===== src/sram_host_pkg.sv =====
// constants shared by the static ram host controller and its testbench
// assumes a single 10 MHz reference clock and an active high asynchronous reset
package sram_host_pkg;

   // array shape of the attached memory
   localparam int ADDR_W        = 10;      // word address width
   localparam int DATA_W        = 4;       // word width
   localparam int WORD_COUNT    = 1024;    // words in the array

   // clock rate of the controller
   localparam int CLK_PERIOD_NS = 100;     // 10 MHz reference clock

   // least times of the slowest speed grade, in ns
   localparam int T_AS_NS       = 5;       // address valid to write start
   localparam int T_WP_NS       = 30;      // write pulse width
   localparam int T_DW_NS       = 30;      // data valid to write end
   localparam int T_WR_NS       = 5;       // address hold after write end
   localparam int T_DH_NS       = 5;       // data hold after write end
   localparam int T_AA_NS       = 45;      // address access time
   localparam int T_RSA_NS      = 0;       // address valid to clear start
   localparam int T_RP_NS       = 40;      // clear pulse width
   localparam int T_RHA_NS      = 50;      // address hold after clear end

   // synchroniser depth on the read data pins
   localparam int SYNC_STAGES   = 2;

   // least time to whole cycles, never below one
   function automatic int min_cycles(input int t_ns);
      int c;
      c = (t_ns + CLK_PERIOD_NS - 1) / CLK_PERIOD_NS;
      return (c < 1) ? 1 : c;
   endfunction

   // larger of two figures
   function automatic int max2(input int a, input int b);
      return (a > b) ? a : b;
   endfunction

   // phase lengths in cycles
   localparam int SETUP_CYC     = min_cycles(T_AS_NS);
   localparam int STROBE_CYC    = min_cycles(max2(T_WP_NS, T_DW_NS));
   localparam int WREC_CYC      = min_cycles(max2(T_WR_NS, T_DH_NS));
   localparam int READ_CYC      = min_cycles(T_AA_NS) + SYNC_STAGES;
   localparam int CSETUP_CYC    = min_cycles(T_RSA_NS);
   localparam int CPULSE_CYC    = min_cycles(T_RP_NS);
   localparam int CHOLD_CYC     = min_cycles(T_RHA_NS);

   // phase counter width
   localparam int CNT_W         = 4;

   // command codes on the user port
   localparam logic [1:0] CMD_READ  = 2'h0;
   localparam logic [1:0] CMD_WRITE = 2'h1;
   localparam logic [1:0] CMD_CLEAR = 2'h2;

   // pin levels after reset
   localparam logic       STROBE_IDLE = 1'h1;           // all strobes inactive high
   localparam logic [9:0] ADDR_RESET  = 10'h000;
   localparam logic [3:0] DATA_RESET  = 4'h0;

endpackage


===== src/sram_host_ctrl.sv =====
// host side controller driving a 1024 x 4 asynchronous static ram with array clear
// assumes the ram pins are wired straight to the o_ pins and i_read_data_out
// Functional notes
// - write needs select and write enable low
// - write ends at first rising strobe, data held
// - clear stays high during every write
// - write enable and clear high while reading
// - clear keeps address, select low, write high
module sram_host_ctrl (
   // clock and reset
   input  wire logic       i_ref_clk,
   input  wire logic       i_rst,
   // user command port
   input  wire logic       i_req,
   input  wire logic [1:0] i_cmd,
   input  wire logic [9:0] i_addr,
   input  wire logic [3:0] i_wdata,
   output logic            o_ready,
   output logic            o_done,
   output logic [3:0]      o_rdata,
   // ram pins
   output logic [9:0]      o_word_address,
   output logic [3:0]      o_write_data_in,
   output logic            o_cs_n,
   output logic            o_we_n,
   output logic            o_oe_n,
   output logic            o_clr_n,
   input  wire logic [3:0] i_read_data_out
);

   // controller phases
   typedef enum logic [2:0] {
      ST_IDLE,
      ST_WSETUP,
      ST_WSTROBE,
      ST_WREC,
      ST_READ,
      ST_CSETUP,
      ST_CPULSE,
      ST_CHOLD
   } state_type;

   state_type                          state_reg;    // current phase
   state_type                          state_next;   // phase after this edge
   logic [sram_host_pkg::CNT_W-1:0]    cnt_reg;      // cycles left in phase
   logic [sram_host_pkg::CNT_W-1:0]    cnt_next;     // counter after this edge
   logic [3:0]                         rd_sync;      // read data after sync
   logic                               accept;       // request taken this edge

   // phase length as a counter load value
   function automatic logic [sram_host_pkg::CNT_W-1:0] load(input int cyc);
      return sram_host_pkg::CNT_W'(cyc - 1);
   endfunction

   // read data pins cross into the clock domain here
   sram_pin_sync #(
      .WIDTH   (4)
   ) u_rd_sync (
      .i_ref_clk (i_ref_clk),
      .i_rst     (i_rst),
      .i_async   (i_read_data_out),
      .o_sync    (rd_sync)
   );

   // only the three known codes are taken; an unknown code leaves pins and state alone
   assign accept = i_req && (state_reg == ST_IDLE) &&
                   ((i_cmd == sram_host_pkg::CMD_READ) ||
                    (i_cmd == sram_host_pkg::CMD_WRITE) ||
                    (i_cmd == sram_host_pkg::CMD_CLEAR));

   // phase sequencing
   always_comb
   begin
      state_next = state_reg;
      cnt_next   = (cnt_reg != '0) ? cnt_reg - 1'h1 : cnt_reg;
      case (state_reg)
         ST_IDLE:
         begin
            // pick the access kind; unknown codes are ignored
            if (i_req && i_cmd == sram_host_pkg::CMD_WRITE)
            begin
               state_next = ST_WSETUP;
               cnt_next   = load(sram_host_pkg::SETUP_CYC);
            end
            else if (i_req && i_cmd == sram_host_pkg::CMD_READ)
            begin
               state_next = ST_READ;
               cnt_next   = load(sram_host_pkg::READ_CYC);
            end
            else if (i_req && i_cmd == sram_host_pkg::CMD_CLEAR)
            begin
               state_next = ST_CSETUP;
               cnt_next   = load(sram_host_pkg::CSETUP_CYC);
            end
         end
         ST_WSETUP:
         begin
            // address and data settle before the strobe
            if (cnt_reg == '0)
            begin
               state_next = ST_WSTROBE;
               cnt_next   = load(sram_host_pkg::STROBE_CYC);
            end
         end
         ST_WSTROBE:
         begin
            // write enable low for the pulse width
            if (cnt_reg == '0)
            begin
               state_next = ST_WREC;
               cnt_next   = load(sram_host_pkg::WREC_CYC);
            end
         end
         ST_WREC:
         begin
            // data and address held after the rising edge
            if (cnt_reg == '0)
               state_next = ST_IDLE;
         end
         ST_READ:
         begin
            // access time plus synchroniser latency
            if (cnt_reg == '0)
               state_next = ST_IDLE;
         end
         ST_CSETUP:
         begin
            if (cnt_reg == '0)
            begin
               state_next = ST_CPULSE;
               cnt_next   = load(sram_host_pkg::CPULSE_CYC);
            end
         end
         ST_CPULSE:
         begin
            // clear held low for the pulse width
            if (cnt_reg == '0)
            begin
               state_next = ST_CHOLD;
               cnt_next   = load(sram_host_pkg::CHOLD_CYC);
            end
         end
         ST_CHOLD:
         begin
            // address and select held after clear rises
            if (cnt_reg == '0)
               state_next = ST_IDLE;
         end
         default:
         begin
            state_next = ST_IDLE;
            cnt_next   = '0;
         end
      endcase
   end

   // phase register
   always_ff @(posedge i_ref_clk or posedge i_rst)
   begin
      if (i_rst)
      begin
         state_reg <= ST_IDLE;
         cnt_reg   <= '0;
      end
      else
      begin
         state_reg <= state_next;
         cnt_reg   <= cnt_next;
      end
   end

   // address and write data latched on accept, stable for the whole access
   always_ff @(posedge i_ref_clk or posedge i_rst)
   begin
      if (i_rst)
      begin
         o_word_address  <= sram_host_pkg::ADDR_RESET;
         o_write_data_in <= sram_host_pkg::DATA_RESET;
      end
      else if (accept)
      begin
         o_word_address  <= i_addr;
         o_write_data_in <= i_wdata;
      end
   end

   // strobes registered from the next phase so they line up with it
   always_ff @(posedge i_ref_clk or posedge i_rst)
   begin
      if (i_rst)
      begin
         o_cs_n  <= sram_host_pkg::STROBE_IDLE;
         o_we_n  <= sram_host_pkg::STROBE_IDLE;
         o_oe_n  <= sram_host_pkg::STROBE_IDLE;
         o_clr_n <= sram_host_pkg::STROBE_IDLE;
      end
      else
      begin
         // select low through every access phase
         o_cs_n  <= (state_next == ST_IDLE);
         // write enable low only inside the strobe phase
         o_we_n  <= (state_next != ST_WSTROBE);
         // outputs enabled only for a read
         o_oe_n  <= (state_next != ST_READ);
         // clear low only inside the clear pulse
         o_clr_n <= (state_next != ST_CPULSE);
      end
   end

   // user side handshake and read data capture
   always_ff @(posedge i_ref_clk or posedge i_rst)
   begin
      if (i_rst)
      begin
         o_ready <= 1'h1;
         o_done  <= 1'h0;
         o_rdata <= sram_host_pkg::DATA_RESET;
      end
      else
      begin
         o_ready <= (state_next == ST_IDLE);
         o_done  <= (state_reg != ST_IDLE) && (state_next == ST_IDLE);
         // sample at the end of the read phase
         if (state_reg == ST_READ && cnt_reg == '0)
            o_rdata <= rd_sync;
      end
   end
endmodule


===== src/sram_pin_sync.sv =====
// two flip-flop synchroniser for a group of pins
// assumes the pins are quasi static while sampled; bits are not aligned to each other
module sram_pin_sync #(
   parameter int WIDTH = 4
) (
   // clock and reset
   input  wire logic             i_ref_clk,
   input  wire logic             i_rst,
   // asynchronous pins and their synchronised copy
   input  wire logic [WIDTH-1:0] i_async,
   output logic      [WIDTH-1:0] o_sync
);

   logic [WIDTH-1:0] stage1_reg;   // first stage, read only by the second

   // two stage capture
   always_ff @(posedge i_ref_clk or posedge i_rst)
   begin
      if (i_rst)
      begin
         stage1_reg <= '0;
         o_sync     <= '0;
      end
      else
      begin
         stage1_reg <= i_async;
         o_sync     <= stage1_reg;
      end
   end

endmodule


===== config.mk =====
export PLATFORM = sky130hd
export DESIGN_NAME = sram_host_ctrl
export DESIGN_NICKNAME = d
export VERILOG_FILES = /design/src/sram_host_pkg.sv /design/src/sram_host_ctrl.sv /design/src/sram_pin_sync.sv
export SDC_FILE = /design/constraint.sdc
export NUM_CORES = 1
export LEC_CHECK = 0
export BUFFER_PORTS_ARGS = -buffer_cell sky130_fd_sc_hd__buf_2
export CAP_MARGIN = 10
export CELL_PAD_IN_SITES_DETAIL_PLACEMENT = 1
export CELL_PAD_IN_SITES_GLOBAL_PLACEMENT = 1
export CORE_MARGIN = 4
export CORE_UTILIZATION = 45
export CTS_BUF_LIST = sky130_fd_sc_hd__clkbuf_2 sky130_fd_sc_hd__clkbuf_4 sky130_fd_sc_hd__clkbuf_8
export DETAILED_ROUTE_END_ITERATION = 7
export PLACE_DENSITY = 0.9
export SKIP_LAST_GASP = 1
export SLEW_MARGIN = 20
export SYNTH_ARGS = -nofsm -noshare
export SYNTH_HDL_FRONTEND = slang
export SYNTH_SLANG_ARGS = --single-unit

===== constraint.sdc =====
create_clock -name i_ref_clk -period 4.5 [get_ports i_ref_clk]
set_input_delay 0.45 -clock i_ref_clk [delete_from_list [all_inputs] [get_ports i_ref_clk]]
set_output_delay 0.45 -clock i_ref_clk [all_outputs]
set_load 0.03 [all_outputs]

==> impl_metrics.toml <==
[worst_setup_path]
start_kind = "flop"
path_class = "reg -> reg"
rr_endpoint = "o_oe_n"
cp-end-kind = "flop"
cp.arrival_ns = 2.46
timing.rr.start = "state_reg[0]"
rrSetupSlack_ns = 2.32
crit_chain = "inv_1 > ha_1 > a211o_1 > a21oi_1 > o32a_2 > inv_2 > or4_4"
worst-path-max-fanout = 6
r2r_cells = 7
crit_start = "state_reg[0]"
cp_slowest_cell = "dfrtp_1"
slowest_delay_ns = 0.49
worst_ep_required_time_ns = 4.78

[clock_tree]
clk_latency_ns = 0.35
cts.path.max_buffers = 2
cts-root-buf = "clkbuf_4"
hold_buffers = 0
cts_resized = 0
cts_tree = "built"
cts_sinks = 38
cts_made_buffers = 5
clk_pin_slew_worst_paths_ns = 0.12
htree_levels = 2
postCtsSetupBuffers = 0

[sta]
hold_violations = 0
worstMarginPinSlew_ns = 0.668
post-route-period-util_pct = 48.4
relSlewSlack_pct = 55.4
slew_viol_final = 0
setup_ws_ns = 2.32
final.setup_skew_ns = 0.00525
finalCriticalPeriod_ns = 2.18
max_freq_mhz = 459
rsz0062_at_grt = "false"
tns_ns = 0
setup-violations-final = 0

[die]
die_area_mm2 = 0.00467
die_h_um = 68.4
core_mm2 = 0.00342
io_pins = 47
rows = 21
die_w_um = 68.4
start_util_pct = 48.0

[final_layout]
final_common_cell = "buf_2"
syn2layout_area_growth_pct = 22.8
layout.nets = 203
drive_above_1_share_pct = 49.1
largest_register_ffs = 10
final_cell_mix = "buf_2, dfrtp_1, mux2_2, inv_1"
antenna_cells = 0
top_register = "o_word_address"
fin_util_pct = 58.9

[power_and_ir_drop]
seqPwrFrac_pct = 33.5
power_density_mw_per_mm2 = 849
power.share.combinational_pct = 49.5
switching_share_pct = 42.4
power_switching_mw = 0.724
p_leak_nw = 0.968
p_int_mw = 0.985
peakVddDrop_mv = 0.383
clkPwrFrac_pct = 17.0
p_total_mw = 1.71

[yosys]
async_reset_ff_share_pct = 100
synthDistinctLibCells = 40
seq_area_frac_synth_pct = 58.3
synth-seq-cells = 38
synth_ff_type = "dfrtp_1"
syn_area_mm2 = 0.00164
netlist_instances = 124
synth_warnings = 0
synth_edf_count = 0
avgSynthCellArea_um2 = 13.2
syn_nets = 153

[routing]
top_layer_used = "met4"
drt_first_pass_iters = 4
drt-total-wl_um = 3510
dr_wl_met2_um = 1880
wl_met3_um = 164
wl_met1_um = 1400
postRouteAntennaNets = 0
vias = 1171
drc = 0
vias_per_cell = 5.30
drt_iter0_drc = 28
wl_per_cell_um = 15.9

[run_status]
outcome = "complete, no violations"

[global_routing]
grt_pass1_vias = 1283
grt_max_degree = 39
grt_usage_pct = 17.3
antenna_found_initial = 0
grt_first_pass_wirelength_um = 5760
grt.overflow.total = 0

[job]
max_cap_viol_count = 0

[placement]
place_congestion = 0.764
portBuffers = 46
dp_hpwl_um = 2730
pre_cts_ws_ns = 2.33

[min_path]
min_path_type = "in -> async"
## kinds of logic (layout without fill, tap and decap cells)
group / after synthesis / in the layout / synth area share [%]
DFF: 38 / 38 / 58.3
and+or+nand+nor: 27 / 27 / 10.5
muxes: 19 / 19 / 13.0
adders and majority gates: 6 / 6 / 4.58
buffers and inverters: 13 / 64 / 3.74
AOI/OAI and AO/OA: 21 / 21 / 9.85
## metrics by stage
stage / hold WS (ns) / area [um2] / std cells
finish: 0.196 / 2010 / 221
floorplan: 0.331 / 1640 / 124
detailed placement: 0.337 / 1910 / 213
global route: 0.162 / 2010 / 221
global placement: 0.334 / 1910 / 213
CTS: 0.187 / 2010 / 221
## Yosys cell counts (2+ instances only)
library cell	n	share of area, %
mux2_2	18	12
nor2_1	6	1.4
a21oi_1	6	1.8
ha_1	6	4.6
nor4b_1	2	1.1
inv_2	2	0.46
o211ai_1	2	0.92
nand2b_1	4	1.5
a211oi_2	2	1.5
and3_1	2	0.76
nor3_1	2	0.61
dfrtp_1	34	52
nor2b_1	2	0.76
inv_1	7	1.6
dfstp_2	4	6.4
## cell type report
type	instances	area [um2]
clock buffers	5	37.5
clock inverters	3	68.8
fillers	379	1400
inverters	9	33.8
multi-input cells	73	622
flip-flops and latches	38	956
well taps	46	57.6
repair buffers	47	238
## power by group through the flow
stage / registers (mW) / logic (mW) / clock network, mW
CTS: 0.574 / 0.854 / 0.298
global placement: 0.567 / 0.808 / 0
global route: 0.590 / 0.918 / 0.317
detailed placement: 0.580 / 0.847 / 0
floorplan: 0.757 / 0.453 / 0
finish: 0.572 / 0.846 / 0.291
## how the worst max path moves through the flow
stage / to / slack, ns / depth (start not counted)
after global placement: o_oe_n / 2.45 / 7
after detailed placement: o_write_data_in[1] / 2.33 / 5
final: o_oe_n / 2.32 / 7
after floorplan: o_oe_n / 2.58 / 7
after CTS: o_write_data_in[1] / 2.32 / 5
after global routing: o_write_data_in[1] / 2.13 / 5
## critical path: cells and delay by family (launching register included)
family	cells	cell delay, ns
AO/OA/AOI/OAI	3	0.69
adder cells (fa/ha/maj)	1	0.27
buffers and inverters	2	0.20
flip-flops	1	0.49
AND/OR/NAND/NOR	1	0.47
## per-layer routing
layer | GRT usage [%] | vias to the layer above
met2 | 32.0 | 33
met4 | 7.44 | 0
met1 | 18.0 | 587
met5 | 0 | -
li1 | - | 544
met3 | 4.93 | 7
Power figures use the tool's default switching activity.
